--- src/hdl/codec_slots_pkg.sv ---
/*
  shared constants and types for the codec serial input slots link.
  assumes one 250 MHz clock for both ends; the link runs at a divided bit rate.
*/
package codec_slots_pkg;
  localparam int unsigned WORD_BITS   = 16;          // bits per slot word
  localparam int unsigned SLOT_BITS   = 5;           // slot counter width
  localparam int unsigned CH_COUNT    = 4;           // playback channels
  localparam logic [3:0]  LAST_BIT    = 4'hF;        // index of a word's last bit
  localparam logic [4:0]  LAST_SLOT   = 5'h1F;       // 32 slots per frame
  localparam logic [4:0]  SLOT_STATUS = 5'h00;       // frame sync slot
  localparam logic [3:0]  SLOT_CTRL   = 4'h1;        // control data, slot 1 or 17
  localparam logic [3:0]  SLOT_CH0    = 4'h2;        // first sample slot, 2 or 18
  localparam logic [3:0]  SLOT_CHN    = 4'h5;        // last sample slot, 5 or 21
  localparam logic [4:0]  SLOT_ALT    = 5'h10;       // offset of the alternate set
  localparam logic [1:0]  BIT_DIV_END = 2'h3;        // bit strobe every 4 mclk
  localparam logic [7:0]  ULAW_BIAS   = 8'h84;       // mu-law expansion bias
  localparam logic [8:0]  ALAW_BIAS   = 9'h108;      // a-law segment offset
  localparam logic [7:0]  ALAW_INV    = 8'h55;       // a-law even-bit inversion
  localparam logic [7:0]  SIGN_FLIP   = 8'h80;       // unsigned to signed byte

  // sample word format of one playback converter
  typedef enum logic [1:0] {
    FMT_LIN16 = 2'h0,
    FMT_LIN8  = 2'h1,
    FMT_ULAW  = 2'h2,
    FMT_ALAW  = 2'h3
  } sample_fmt_t;

  typedef logic [WORD_BITS-1:0] word_t;
endpackage

--- src/hdl/codec_slot_link.sv ---
/*
  serial link between the dsp port master and the codec input slots.
  assumes both ends sit on mclk; all three wires are driven by the master.
*/
`timescale 1ns/1ns
interface codec_slot_link;
  logic sfs;   // frame sync, high with the first bit of slot 0
  logic sbit;  // bit strobe, one mclk high per serial bit
  logic sdat;  // serial data, msb first
  modport master (output sfs, output sbit, output sdat);
  modport codec  (input sfs, input sbit, input sdat);
endinterface

--- src/hdl/codec_slot_receiver.sv ---
/*
  codec side of the link: assembles 16-bit slot words, hands on control
  write data and four playback samples expanded to 16-bit signed linear.
  assumes the link wires come from another chip, so each passes two flops.
*/
`timescale 1ns/1ns
module codec_slot_receiver (
  input  wire logic                         mclk,
  input  wire logic                         srst,
  codec_slot_link.codec                     link,
  input  wire codec_slots_pkg::sample_fmt_t fmt_first,
  input  wire codec_slots_pkg::sample_fmt_t fmt_second,
  output codec_slots_pkg::word_t            ctrl_wdata,
  output logic                              ctrl_wvalid,
  output logic [3:0][15:0]                  play_data,
  output logic [3:0]                        play_valid,
  output logic                              in_frame
);
  import codec_slots_pkg::*;

  // receiver framing state; one bit, so gray by construction
  typedef enum logic {
    ST_HUNT = 1'b0,  // waiting for a frame sync
    ST_RUN  = 1'b1   // counting slots
  } rx_state_t;

  // input synchronisers, same depth so the three wires stay aligned
  logic [2:0] sync_a;  // first stage, read only by sync_b
  logic [2:0] sync_b;  // second stage, safe to use
  logic       fs_s;
  logic       bit_s;
  logic       dat_s;

  // framing state
  rx_state_t  state, next_state;
  logic [3:0] bit_cnt, next_bit_cnt;  // bit within current slot
  logic [4:0] slot, next_slot;        // slot within frame
  word_t      shift, next_shift;      // bits gathered so far
  logic       done, next_done;        // a whole word just landed
  word_t      word, next_word;        // the landed word
  logic [4:0] word_slot, next_word_slot;

  // output stage
  word_t            next_ctrl_wdata;
  logic             next_ctrl_wvalid;
  logic [3:0][15:0] next_play_data;
  logic [3:0]       next_play_valid;
  logic [3:0]       base;             // slot number folded onto 1..5
  logic             in_set;           // word_slot lies in either set

  always_ff @(posedge mclk) begin
    if (srst) begin
      sync_a <= 3'h0;
      sync_b <= 3'h0;
    end else begin
      sync_a <= {link.sfs, link.sbit, link.sdat};
      sync_b <= sync_a;
    end
  end

  assign fs_s  = sync_b[2];
  assign bit_s = sync_b[1];
  assign dat_s = sync_b[0];

  // mu-law byte to 16-bit signed; bias added then removed after the shift
  function automatic word_t ulaw_expand(input logic [7:0] code);
    logic [7:0]  u;
    logic [15:0] mag;
    u   = ~code;
    mag = 16'(({8'h00, 1'b0, u[3:0], 3'h0} + {8'h00, ULAW_BIAS}) << u[6:4]);
    mag = mag - {8'h00, ULAW_BIAS};
    return u[7] ? 16'(-mag) : mag;
  endfunction

  // a-law byte to 16-bit signed; segment 0 has no implied leading one
  function automatic word_t alaw_expand(input logic [7:0] code);
    logic [7:0]  a;
    logic [15:0] mag;
    a = code ^ ALAW_INV;
    if (a[6:4] == 3'h0) begin
      mag = {8'h00, a[3:0], 4'h8};
    end else begin
      mag = 16'(({7'h00, 1'b0, a[3:0], 4'h0} + {7'h00, ALAW_BIAS}) << (a[6:4] - 3'h1));
    end
    return a[7] ? mag : 16'(-mag);
  endfunction

  // one sample word to linear, per the converter's selected format
  function automatic word_t to_linear(input word_t w, input sample_fmt_t f);
    word_t r;
    r = w;
    case (f)
      FMT_LIN16: r = w;
      FMT_LIN8:  r = {w[15:8] ^ SIGN_FLIP, 8'h00};
      FMT_ULAW:  r = ulaw_expand(w[15:8]);
      FMT_ALAW:  r = alaw_expand(w[15:8]);
      default:   r = w;
    endcase
    return r;
  endfunction

  // framing: a sync bit restarts slot 0, a strobe without sync shifts on only in ST_RUN
  always_comb begin
    next_state     = state;
    next_bit_cnt   = bit_cnt;
    next_slot      = slot;
    next_shift     = shift;
    next_done      = 1'b0;
    next_word      = word;
    next_word_slot = word_slot;
    if (bit_s) begin
      if (fs_s) begin
        // resync every frame so a slipped bit costs at most one frame
        next_state   = ST_RUN;
        next_bit_cnt = 4'h1;
        next_slot    = SLOT_STATUS;
        next_shift   = {15'h0000, dat_s};
      end else begin
        case (state)
          ST_HUNT: begin
            next_state = ST_HUNT;  // nothing trusted before the next sync
          end
          ST_RUN: begin
            next_shift   = {shift[14:0], dat_s};     // msb first
            next_bit_cnt = bit_cnt + 4'h1;
            if (bit_cnt == LAST_BIT) begin
              next_done      = 1'b1;
              next_word      = {shift[14:0], dat_s};
              next_word_slot = slot;
              next_slot      = slot + 5'h1;
              if (slot == LAST_SLOT) begin
                next_state = ST_HUNT;  // last bit of slot 31, every frame: hunt until the next sync
              end
            end
          end
          default: begin
            next_state = ST_HUNT;
          end
        endcase
      end
    end
  end

  always_ff @(posedge mclk) begin
    if (srst) begin
      state     <= ST_HUNT;
      bit_cnt   <= 4'h0;
      slot      <= 5'h0;
      shift     <= '0;
      done      <= 1'b0;
      word      <= '0;
      word_slot <= 5'h0;
    end else begin
      state     <= next_state;
      bit_cnt   <= next_bit_cnt;
      slot      <= next_slot;
      shift     <= next_shift;
      done      <= next_done;
      word      <= next_word;
      word_slot <= next_word_slot;
    end
  end

  // both slot sets fold onto 1..5; the alternate set sits 16 slots later
  assign base   = word_slot[3:0];
  assign in_set = (word_slot[3] == 1'b0) && (base >= SLOT_CTRL) && (base <= SLOT_CHN);

  // control slot steering; valid is a one-cycle pulse per landed word
  always_comb begin
    next_ctrl_wdata  = ctrl_wdata;
    next_ctrl_wvalid = 1'b0;
    if (done && in_set && base == SLOT_CTRL) begin
      next_ctrl_wdata  = word;
      next_ctrl_wvalid = 1'b1;
    end
  end

  // one sample channel per generate entry; channels 0,1 use the first format
  for (genvar ch = 0; ch < CH_COUNT; ch++) begin : g_ch
    always_comb begin
      next_play_data[ch]  = play_data[ch];
      next_play_valid[ch] = 1'b0;
      if (done && in_set && base == SLOT_CH0 + 4'(ch)) begin
        next_play_data[ch]  = to_linear(word, (ch < 2) ? fmt_first : fmt_second);
        next_play_valid[ch] = 1'b1;
      end
    end
  end

  always_ff @(posedge mclk) begin
    if (srst) begin
      ctrl_wdata  <= '0;
      ctrl_wvalid <= 1'b0;
      play_data   <= '0;
      play_valid  <= 4'h0;
    end else begin
      ctrl_wdata  <= next_ctrl_wdata;
      ctrl_wvalid <= next_ctrl_wvalid;
      play_data   <= next_play_data;
      play_valid  <= next_play_valid;
    end
  end

  assign in_frame = (state == ST_RUN);
endmodule

--- src/flat_wrapper.sv ---
// flat-port wrapper written by rule: the top's interface ports become plain ports
module codec_slot_receiver_flat import codec_slots_pkg::*;
  (mclk, srst, fmt_first, fmt_second, ctrl_wdata, ctrl_wvalid, play_data, play_valid, in_frame, link_sfs, link_sbit, link_sdat);
  codec_slot_link link_i ();
  input  wire logic mclk;
  input  wire logic srst;
  input  wire codec_slots_pkg::sample_fmt_t fmt_first;
  input  wire codec_slots_pkg::sample_fmt_t fmt_second;
  output codec_slots_pkg::word_t ctrl_wdata;
  output logic ctrl_wvalid;
  output logic [3:0][15:0] play_data;
  output logic [3:0] play_valid;
  output logic in_frame;
  input wire logic [$bits(link_i.sfs)-1:0] link_sfs;
  input wire logic [$bits(link_i.sbit)-1:0] link_sbit;
  input wire logic [$bits(link_i.sdat)-1:0] link_sdat;
  assign link_i.sfs = link_sfs;
  assign link_i.sbit = link_sbit;
  assign link_i.sdat = link_sdat;
  codec_slot_receiver u_core (.mclk(mclk), .srst(srst), .link(link_i), .fmt_first(fmt_first), .fmt_second(fmt_second), .ctrl_wdata(ctrl_wdata), .ctrl_wvalid(ctrl_wvalid), .play_data(play_data), .play_valid(play_valid), .in_frame(in_frame));
endmodule
--- config.mk ---
export PLATFORM = sky130hd
export DESIGN_NAME = codec_slot_receiver_flat
export DESIGN_NICKNAME = d
export VERILOG_FILES = /design/src/hdl/codec_slots_pkg.sv /design/src/hdl/codec_slot_link.sv /design/src/hdl/codec_slot_receiver.sv /design/src/flat_wrapper.sv
export SDC_FILE = /design/constraint.sdc
export NUM_CORES = 1
export LEC_CHECK = 0
export ABC_AREA = 1
export BUFFER_PORTS_ARGS = -buffer_cell sky130_fd_sc_hd__buf_2
export CORE_ASPECT_RATIO = 0.8
export CORE_MARGIN = 2
export CORE_UTILIZATION = 58
export DETAILED_ROUTE_END_ITERATION = 12
export PLACE_DENSITY = 0.84
export SYNTH_ARGS = -nofsm -noshare
export SYNTH_HDL_FRONTEND = slang
export SYNTH_SLANG_ARGS = --single-unit
--- constraint.sdc ---
create_clock -name mclk -period 3.73 [get_ports mclk]
set_clock_uncertainty 0.15 [all_clocks]
set_input_delay 0.5595 -clock mclk [delete_from_list [all_inputs] [get_ports mclk]]
set_output_delay 0.5595 -clock mclk [all_outputs]
set_load 0.05 [all_outputs]
==> results.sh, run 1 <==
export IMPL_run_status="complete, no violations"
export IMPL_root_buffer="clkbuf_16"
export IMPL_slew_headroom_pct=33.1
export IMPL_postCtsSetupBuffers=0
export IMPL_synth_top_area_cell="dfxtp_1"
export IMPL_cts_max_level=4
export IMPL_wl_per_cell_um=15.0
export IMPL_power_frac_comb_pct=2.5
export IMPL_hold_viol_final=0
export IMPL_syn_area_sq_um=6930
export IMPL_critPathLaunchType="flop"
export IMPL_synthArstFlopShare_pct=0
export IMPL_first_iter_violations=600
export IMPL_slew_viol_final=0
export IMPL_fin_ws_ns=0.316
export IMPL_grt_max_degree=57
export IMPL_cp_top_family="adder cells"
export IMPL_area_growth_pct=15.6
export IMPL_cts_tree="yes"
export IMPL_ios=95
export IMPL_routed_wl_mm=18.7
export IMPL_final_nets=1110
export IMPL_crit_path_max_fanout=15
export IMPL_critPathKind="flop to flop"
export IMPL_max_cap_violations=0
export IMPL_ys_top_cells_by_area="dfxtp_1, nand2_1, nor2_1, inv_1, nand3_1"
export IMPL_critPathArrivalTime_ns=3.58
export IMPL_portBuffers=94
export IMPL_crit_chain="inv_2 > ha_1 > inv_1 > nand2_1 > o21ai_1 > o21ai_1 > ha_1 > inv_1 > nor2_1 > and2_4 > nand2_1 > nand2_1 > xor2_1 > a22oi_1 > nand3_1 > nand2_1 > inv_1"
export IMPL_grt_overflow=0
export IMPL_multi_input_area_sq_um=3410
export IMPL_drive_gt1_share_pct=16.6
export IMPL_fin_setup_tns_ns=0
export IMPL_synth_cell_types=43
export IMPL_core_sq_um=11600
export IMPL_first_pass_iters=5
export IMPL_yosys_warnings=0
export IMPL_syn_avg_cell_area_sq_um=6.85
export IMPL_utilization_pct=69.0
export IMPL_grt_pass1_wl_mm=30.6
export IMPL_clkPwrFrac_pct=50.9
export IMPL_rsz0062_at_grt="false"
export IMPL_whs_ns=0.196
export IMPL_hold_buffers=0
export IMPL_worst_path_max_delay_cell="dfxtp_1"
export IMPL_syn_nets=1033
export IMPL_ff_latch_area_sq_um=2740
export IMPL_start_util_pct=59.7
export IMPL_grt_usage_pct=29.7
export IMPL_p_sw_uw=767
export IMPL_dieHeight_um=102
export IMPL_swShare_pct=24.3
export IMPL_cp_common_cell="nand2_1"
export IMPL_synthCells=1012
export IMPL_setup_viol=0
export IMPL_clk_latency_ns=0.42
export IMPL_clkTransAtPathRegs_ns=0.06
export IMPL_dp_hpwl_mm=13.1
export IMPL_ys_flop_type="dfxtp_1"
export IMPL_cts_resized=0
export IMPL_via_per_inst=5.52
export IMPL_finalCritPeriodShare_pct=91.5
export IMPL_slowest_delay_ns=0.57
export IMPL_pre_cts_ws_ns=0.440
export IMPL_p_int_mw=2.39
export IMPL_timing_worst_slew_pin_value_ns=0.998
export IMPL_cts_buffers=17
export IMPL_fillCellCount=960
export IMPL_critPathRequiredTime_ns=3.89
export IMPL_die_w_um=126
export IMPL_ant_nets=0
export IMPL_n_antenna_cell=0
export IMPL_yosys_area_top_type_share_pct=39.6
export IMPL_grt_pass1_vias=6305
export IMPL_power_density_nw_per_um2=394
export IMPL_ir_worst_vdd_mv=0.344
export IMPL_synth_seq_cells=137
export IMPL_numClockSinks=137
export IMPL_antenna_found_initial=0
export IMPL_globalplace_congestion=1.03
export IMPL_dieArea_sq_um=12800
export IMPL_worst_path_buf_inv=4
export IMPL_cts_buffer_depth=2
export IMPL_finalCriticalPeriod_ns=3.41
export IMPL_seqPwrFrac_pct=46.6
export IMPL_cp_end_kind="flop"
export IMPL_fmax_mhz=293
export IMPL_yosysSeqAreaShare_pct=39.6
export IMPL_drc=0
export IMPL_total_power_mw=3.16
export IMPL_via_count=6903
export IMPL_synth_edf_count=0
export IMPL_leakagePower_nw=3.92
export IMPL_fp_row_count=35
export IMPL_hp_class="input port to flop"
-- synth_stat cells (all sizes together), types with 9 or more instances --
master  number
nand2      194
nor2       151
inv        150
dfxtp      137
nand3       76
o21ai       76
a21oi       61
clkbuf      31
o21a        14
a221oi      13
buf         13
nor3        13
ha          12
nand4       12
xor2        10
o21bai       9
-- power groups by stage --
stage	sequential, mW	combinational (mW)	clock (mW)
5_1_grt	1.47	0.0884	1.68
6_report	1.47	0.0804	1.61
2_1_floorplan	1.50	0.0531	0
3_3_place_gp	1.50	0.0770	0
3_5_place_dp	1.50	0.0773	0
4_1_cts	1.47	0.0784	1.62
-- sequential cells by signal, indices dropped and copies added (netlist names) --
name,cells
u_core.sync_a,3
u_core.in_frame,1
u_core.word_slot,4
u_core.play_valid,4
u_core.ctrl_wvalid,1
u_core.ctrl_wdata,16
u_core.bit_cnt,4
u_core.shift,15
u_core.slot,5
u_core.done,1
u_core.sync_b,3
u_core.word,16
u_core.play_data,64
-- worst register-to-register path: stages, from the launching register on --
cell     delay, ns
dfxtp_1       0.57
inv_2         0.24
ha_1          0.46
inv_1         0.21
nand2_1       0.10
o21ai_1       0.13
o21ai_1       0.13
ha_1          0.22
inv_1         0.07
nor2_1        0.05
and2_4        0.16
nand2_1       0.06
nand2_1       0.09
xor2_1        0.22
a22oi_1       0.24
nand3_1       0.12
nand2_1       0.07
inv_1         0.03
-- metrics by stage --
stage / cells / cell area [sq um]
2_1_floorplan: 1012 / 6930
3_5_place_dp: 1218 / 7450
5_1_grt: 1250 / 8010
3_3_place_gp: 1218 / 7450
6_report: 1250 / 8010
4_1_cts: 1250 / 8010
-- cells in the final DEF, fill, tap and decap left out, types with 5 or more instances in the layout --
cell         n
clkbuf_16   17
buf_2       94
nand2_2     16
o21ai_0     63
o22ai_1      5
nand3_1     75
o21ai_1     11
nor2_1     147
xnor2_1      5
nand4_1     12
buf_4        8
o21bai_1     8
a21oi_1     60
ha_1        12
dfxtp_1    137
o21a_1      14
nand2_1    176
inv_6        5
inv_1      136
xor2_1       9
nor3_1      11
a221oi_1    13
inv_2       14
clkinv_1     6
-- routing by layer --
layer | up-vias | global-route usage, % | routed length (um)
met5 | - | 0 | 0
met4 | 0 | 9.47 | 370
met2 | 329 | 48.3 | 8370
met3 | 37 | 7.24 | 1750
li1 | 3400 | - | -
met1 | 3137 | 39.4 | 8240
-- final timing paths --
path	from	endpoint	slack [ns]	depth (start not counted)
setup / recovery	u_core.word[13]$_SDFFE_PP0P_	u_core.play_data[59]$_SDFFE_PP0P_	0.32	17
hold / removal	link_sbit	u_core.sync_a[1]$_SDFF_PP0_	0.20	3
setup reg to reg	u_core.word[13]$_SDFFE_PP0P_	u_core.play_data[59]$_SDFFE_PP0P_	0.32	17
hold reg to reg	u_core.sync_a[0]$_SDFF_PP0_	u_core.sync_b[0]$_SDFF_PP0_	0.25	2
-- area by class of cell --
class	instances	share of cell area [%]
clock buffers	19	5.65
clock inverters	13	1.37
inverters	156	7.31
multi-input cells	675	42.5
flip-flops and latches	137	34.2
well taps	148	2.31
repair buffers	102	6.62
-- cells by family (layout without fill, tap and decap cells) --
group,Yosys count,in the layout,share of synthesized area (%)
and+or+nand+nor,451,451,27.8
adders and majority gates,12,12,2.17
AOI/OAI and AO/OA,197,197,17.0
DFF,137,137,39.6
xor gates and xnor gates,15,15,2.00
buffers and inverters,200,290,11.4
(Power assumes the default switching activity.)
==> run 2: changes to the inputs <==
ABC_AREA = default   (was 1)
==> results.sh, run 2 <==
export IMPL_synth_top_area_cell="dfxtp_1"
export IMPL_ys_top_cells_by_area="dfxtp_1, nand2_1, nor2_1, a21oi_1, a211oi_1"
export IMPL_slew_viol_final=0
export IMPL_power_frac_comb_pct=2.6
export IMPL_finalCriticalPeriod_ns=3.57
export IMPL_mostFrequentLayoutCell="dfxtp_1"
export IMPL_cts_resized=0
export IMPL_first_pass_iters=6
export IMPL_final_cell_mix="dfxtp_1, nand2_1, nor2_1"
export IMPL_p_sw_uw=749
export IMPL_timing_worst_slew_pin_value_ns=0.827
export IMPL_grt_usage_pct=30.2
export IMPL_ff_latch_area_sq_um=2740
export IMPL_p_int_mw=2.56
export IMPL_grt_pass1_vias=6490
export IMPL_drive_gt1_share_pct=19.0
export IMPL_yosysSeqAreaShare_pct=37.6
export IMPL_setup_viol=0
export IMPL_finalCritPeriodShare_pct=95.7
export IMPL_via_count=7100
export IMPL_globalplace_congestion=0.981
export IMPL_area_growth_pct=16.7
export IMPL_final_nets=1000
export IMPL_yosys_area_share_simple_pct=23.8
export IMPL_synth_mux_area_share_pct=3.95
export IMPL_ios=95
export IMPL_cts_tree="yes"
export IMPL_leakagePower_nw=3.28
export IMPL_fp_row_count=36
export IMPL_ys_flop_type="dfxtp_1"
export IMPL_critPathKind="flop to flop"
export IMPL_swShare_pct=22.6
export IMPL_clkPwrFrac_pct=53.0
export IMPL_cp_end_kind="flop"
export IMPL_grt_overflow=0
export IMPL_postCtsSetupBuffers=0
export IMPL_worst_path_max_delay_cell="or4_1"
export IMPL_syn_avg_cell_area_sq_um=8.00
export IMPL_drc=0
export IMPL_synth_seq_cells=137
export IMPL_hold_viol_final=0
export IMPL_synth_edf_count=0
export IMPL_yosys_area_top_type_share_pct=37.6
export IMPL_hold_buffers=0
export IMPL_core_sq_um=12200
export IMPL_first_iter_violations=770
export IMPL_dp_hpwl_mm=14.2
export IMPL_yosys_top_cells_count="dfxtp_1, nand2_1, nor2_1, a21oi_1, clkbuf_1"
export IMPL_critPathRequiredTime_ns=3.87
export IMPL_ir_worst_vdd_mv=0.359
export IMPL_grt_pass1_wl_mm=32.9
export IMPL_fmax_mhz=280
export IMPL_hp_class="input port to flop"
export IMPL_reg2reg_depth=13
export IMPL_antenna_found_initial=0
export IMPL_syn_area_sq_um=7290
export IMPL_critPathLaunchType="flop"
export IMPL_synth_xor_area_share_pct=2.88
export IMPL_synth_cell_types=77
export IMPL_routed_wl_mm=20.5
export IMPL_crit_chain="buf_4 > nor3b_1 > o21ai_0 > ha_1 > nand3_1 > nand2_1 > o21bai_2 > or4_1 > a31oi_2 > mux2i_1 > mux2i_1 > o22ai_1 > o21ai_1"
export IMPL_cp_common_cell="mux2i_1"
export IMPL_yosys_warnings=0
export IMPL_top_register="u_core.play_data"
export IMPL_finish_instance_area_sq_um=8510
export IMPL_numClockSinks=137
export IMPL_multi_input_area_sq_um=4170
export IMPL_synthArstFlopShare_pct=0
export IMPL_ant_nets=0
export IMPL_root_buffer="clkbuf_16"
export IMPL_grt_max_degree=86
export IMPL_total_power_mw=3.31
export IMPL_dieHeight_um=104
export IMPL_clk_latency_ns=0.42
export IMPL_largest_register_ffs=64
export IMPL_crit_path_max_fanout=11
export IMPL_postPlaceCellArea_sq_um=7880
export IMPL_cts_buffers=17
export IMPL_yosysMostFrequentCell="dfxtp_1"
export IMPL_run_status="complete, no violations"
export IMPL_synthAdderAreaFrac_pct=2.06
export IMPL_cts_max_level=4
export IMPL_via_per_inst=6.10
export IMPL_syn_nets=932
export IMPL_cts_buffer_depth=2
export IMPL_synth_top_family_by_area="compound AO/OA/AOI/OAI gates"
export IMPL_synth_compound_area_share_pct=24.3
export IMPL_fin_setup_tns_ns=0
export IMPL_synthCells=911
export IMPL_portBuffers=94
export IMPL_start_util_pct=59.7
export IMPL_max_cap_violations=0
export IMPL_fillCellCount=940
export IMPL_dieArea_sq_um=13500
export IMPL_clkTransAtPathRegs_ns=0.06
export IMPL_wl_per_cell_um=17.6
export IMPL_seqPwrFrac_pct=44.4
export IMPL_slowest_delay_ns=0.55
export IMPL_rsz0062_at_grt="false"
export IMPL_power_density_nw_per_um2=389
export IMPL_top_regs="u_core.play_data (64), u_core.ctrl_wdata (16), u_core.word (16)"
export IMPL_die_w_um=129
export IMPL_critPathArrivalTime_ns=3.71
export IMPL_slew_headroom_pct=44.8
export IMPL_n_antenna_cell=0
export IMPL_hold_depth=2
-- run 2: stage by stage --
step	worst slack [ns]	util [%]	cells	hold slack, ns
5_1_grt	0.0404	69.7	1163	0.228
2_1_floorplan	0.229	-	911	0.264
6_report	0.162	69.7	1163	0.201
3_3_place_gp	0.309	64.5	1131	0.264
3_5_place_dp	0.173	64.5	1131	0.281
4_1_cts	0.159	69.6	1163	0.199
-- run 2: final cells by class --
type | count | area share (%)
Clock buffer | 18 | 5.05
Clock inverter | 14 | 2.18
Inverter | 19 | 0.838
Multi-Input combinational cell | 681 | 49.0
Sequential cell | 137 | 32.3
Tap cell | 171 | 2.52
Timing Repair Buffer | 123 | 8.12
-- run 2: final timing paths --
path	start	slack, ns	endpoint
hold / removal	link_sfs	0.20	u_core.sync_a[2]$_SDFF_PP0_
hold reg to reg	u_core.sync_a[2]$_SDFF_PP0_	0.30	u_core.sync_b[2]$_SDFF_PP0_
setup reg to reg	u_core.word[13]$_SDFFE_PP0P_	0.16	u_core.play_data[10]$_SDFFE_PP0P_
setup / recovery	u_core.word[13]$_SDFFE_PP0P_	0.16	u_core.play_data[10]$_SDFFE_PP0P_
-- run 2: cell families after synthesis --
family / count (synthesis)
AND/OR/NAND/NOR: 361
multiplexers: 26
buffers and inverters: 93
AO/OA/AOI/OAI: 258
adder cells (fa/ha/maj): 12
flip-flops: 137
XOR/XNOR: 24
-- run 2: power groups by stage --
stage	logic, mW	registers, mW	clock network (mW)
finish	0.0858	1.47	1.76
global route	0.0920	1.47	1.82
CTS	0.0830	1.47	1.76
detailed placement	0.0818	1.50	0
global placement	0.0815	1.50	0
floorplan	0.0633	1.50	0
-- run 2: critical path, delay by kind of cell, from the launching register on --
| family | cells | cell delay, ns |
|---|---|---|
| multiplexers | 2 | 0.43 |
| adder cells (fa/ha/maj) | 1 | 0.25 |
| buffers and inverters | 1 | 0.21 |
| flip-flops | 1 | 0.39 |
| AND/OR/NAND/NOR | 4 | 0.95 |
| AO/OA/AOI/OAI | 5 | 1.07 |
-- run 2: per-layer routing --
layer,GRT usage (%),vias up,routed length (um)
met2,48.6,366,9440
met4,7.76,0,350
met1,41.9,3309,8830
met5,0,-,0
li1,-,3385,-
met3,5.40,40,1900
==> run 3: changes to the inputs <==
CORE_MARGIN = default   (was 2)
==> results.sh, run 3 (synthesis results as in run 2) <==
export IMPL_fp_row_count=36
export IMPL_clk_latency_ns=0.42
export IMPL_area_growth_pct=15.7
export IMPL_rsz0062_at_grt="false"
export IMPL_crit_path_max_fanout=41
export IMPL_critPathRequiredTime_ns=3.86
export IMPL_grt_busiest_layer="met2"
export IMPL_routed_wl_mm=20.0
export IMPL_timing_worst_slew_pin_value_ns=1.17
export IMPL_grt_use_met1_pct=43.1
export IMPL_worst_path_max_delay_cell="or4_1"
export IMPL_grt_overflow=0
export IMPL_dieHeight_um=102
export IMPL_root_buffer="clkbuf_16"
export IMPL_grt_pass1_wl_mm=32.1
export IMPL_cp_end_kind="flop"
export IMPL_cts_buffer_depth=2
export IMPL_grt_max_degree=68
export IMPL_n_antenna_cell=0
export IMPL_first_pass_iters=6
export IMPL_cts_buffers=17
export IMPL_total_power_mw=3.12
export IMPL_postCtsSetupBuffers=0
export IMPL_hold_buffers=0
export IMPL_drc=0
export IMPL_ff_latch_area_sq_um=2740
export IMPL_top_register="u_core.play_data"
export IMPL_run_status="complete, no violations"
export IMPL_mostFrequentLayoutCell="dfxtp_1"
export IMPL_grt_usage_pct=31.2
export IMPL_power_density_nw_per_um2=369
export IMPL_cp_common_cell="nand3_1"
export IMPL_dieArea_sq_um=13000
export IMPL_numClockSinks=137
export IMPL_final_cell_mix="dfxtp_1, nand2_1, nor2_1"
export IMPL_fin_setup_tns_ns=0
export IMPL_setup_viol=0
export IMPL_ios=95
export IMPL_grt_use_met3_pct=7.33
export IMPL_final_nets=1000
export IMPL_critPathLaunchType="flop"
export IMPL_portBuffers=94
export IMPL_start_util_pct=59.7
export IMPL_max_cap_violations=0
export IMPL_cts_max_level=4
export IMPL_slowest_delay_ns=0.54
export IMPL_slew_viol_final=0
export IMPL_slew_headroom_pct=22.0
export IMPL_die_w_um=127
export IMPL_clkTransAtPathRegs_ns=0.06
export IMPL_critPathKind="flop to flop"
export IMPL_grt_pass1_vias=6353
export IMPL_critPathArrivalTime_ns=3.61
export IMPL_ant_nets=0
export IMPL_drive_gt1_share_pct=18.6
export IMPL_dp_hpwl_mm=13.8
export IMPL_hold_viol_final=0
export IMPL_antenna_found_initial=0
export IMPL_fmax_mhz=288
export IMPL_cts_resized=0
export IMPL_leakagePower_nw=3.24
export IMPL_first_iter_violations=775
export IMPL_use_met2_pct=47.3
export IMPL_wl_per_cell_um=17.2
export IMPL_globalplace_congestion=0.991
export IMPL_ir_worst_vdd_mv=0.313
export IMPL_via_per_inst=6.17
export IMPL_finalCriticalPeriod_ns=3.48
export IMPL_crit_chain="buf_4 > o21ai_0 > ha_1 > nand3_1 > nand2_1 > o21bai_2 > or4_1 > a31oi_2 > nand3_1 > a21bo_1 > a21oi_1 > a211oi_1"
export IMPL_multi_input_area_sq_um=4160
export IMPL_core_sq_um=12200
export IMPL_whs_ns=0.208
export IMPL_finalCritPeriodShare_pct=93.2
export IMPL_via_count=7174
export IMPL_fillCellCount=938
export IMPL_top_regs="u_core.play_data (64), u_core.ctrl_wdata (16), u_core.word (16)"
export IMPL_hp_class="input port to flop"
export IMPL_largest_register_ffs=64
export IMPL_cts_tree="yes"
run 3: changes by cell type in the layout (fill, tap and decap cells not counted), moves of 2 or more:
cell,delta
bufinv_16,-2
clkinvlp_4,+3
inv_6,-4
clkinv_2,+3
run 3: layout make-up:
cell class / count / share of cell area, %
clock inverters: 14 / 1.48
flip-flops and latches: 137 / 32.5
well taps: 171 / 2.54
inverters: 19 / 0.846
multi-input cells: 681 / 49.3
repair buffers: 123 / 8.19
clock buffers: 18 / 5.09
run 3: power breakdown:
group	switching (mW)	internal, mW
Combinational	0.0621	0.0230
Clock	0.644	0.917
Sequential	0.00204	1.47
Total	0.708	2.41
run 3: per-stage QoR:
| stage | worst slack (ns) | area (sq um) | std cells | utilization [%] |
|---|---|---|---|---|
| floorplan | 0.229 | 7290 | 911 | - |
| global placement | 0.450 | 7880 | 1131 | 64.5 |
| detailed placement | 0.340 | 7880 | 1131 | 64.5 |
| CTS | 0.317 | 8430 | 1163 | 69.1 |
| global route | 0.0346 | 8430 | 1163 | 69.1 |
| finish | 0.253 | 8430 | 1163 | 69.1 |
run 3: critical path, delay by kind of cell, from the launching register on:
family | cells | cell delay, ns
AO/OA/AOI/OAI | 6 | 1.35
AND/OR/NAND/NOR | 4 | 0.85
buffers and inverters | 1 | 0.40
flip-flops | 1 | 0.35
adder cells (fa/ha/maj) | 1 | 0.24
run 3: final timing paths:
kind	cells after the start	end	slack, ns	from
worst max register to register	12	u_core.play_data[12]$_SDFFE_PP0P_	0.25	u_core.word[14]$_SDFFE_PP0P_
worst min-delay path	2	u_core.sync_a[1]$_SDFF_PP0_	0.21	link_sbit
worst max-delay path	12	u_core.play_data[12]$_SDFFE_PP0P_	0.25	u_core.word[14]$_SDFFE_PP0P_
worst min register to register	1	u_core.sync_b[2]$_SDFF_PP0_	0.29	u_core.sync_a[2]$_SDFF_PP0_
run 3: metal layers:
metal,up-vias,wire length [um],part of all wire [%]
met5,-,0,0
met4,0,518,2.6
met3,58,2050,10
met2,418,8960,45
met1,3310,8510,42
li1,3388,-,-
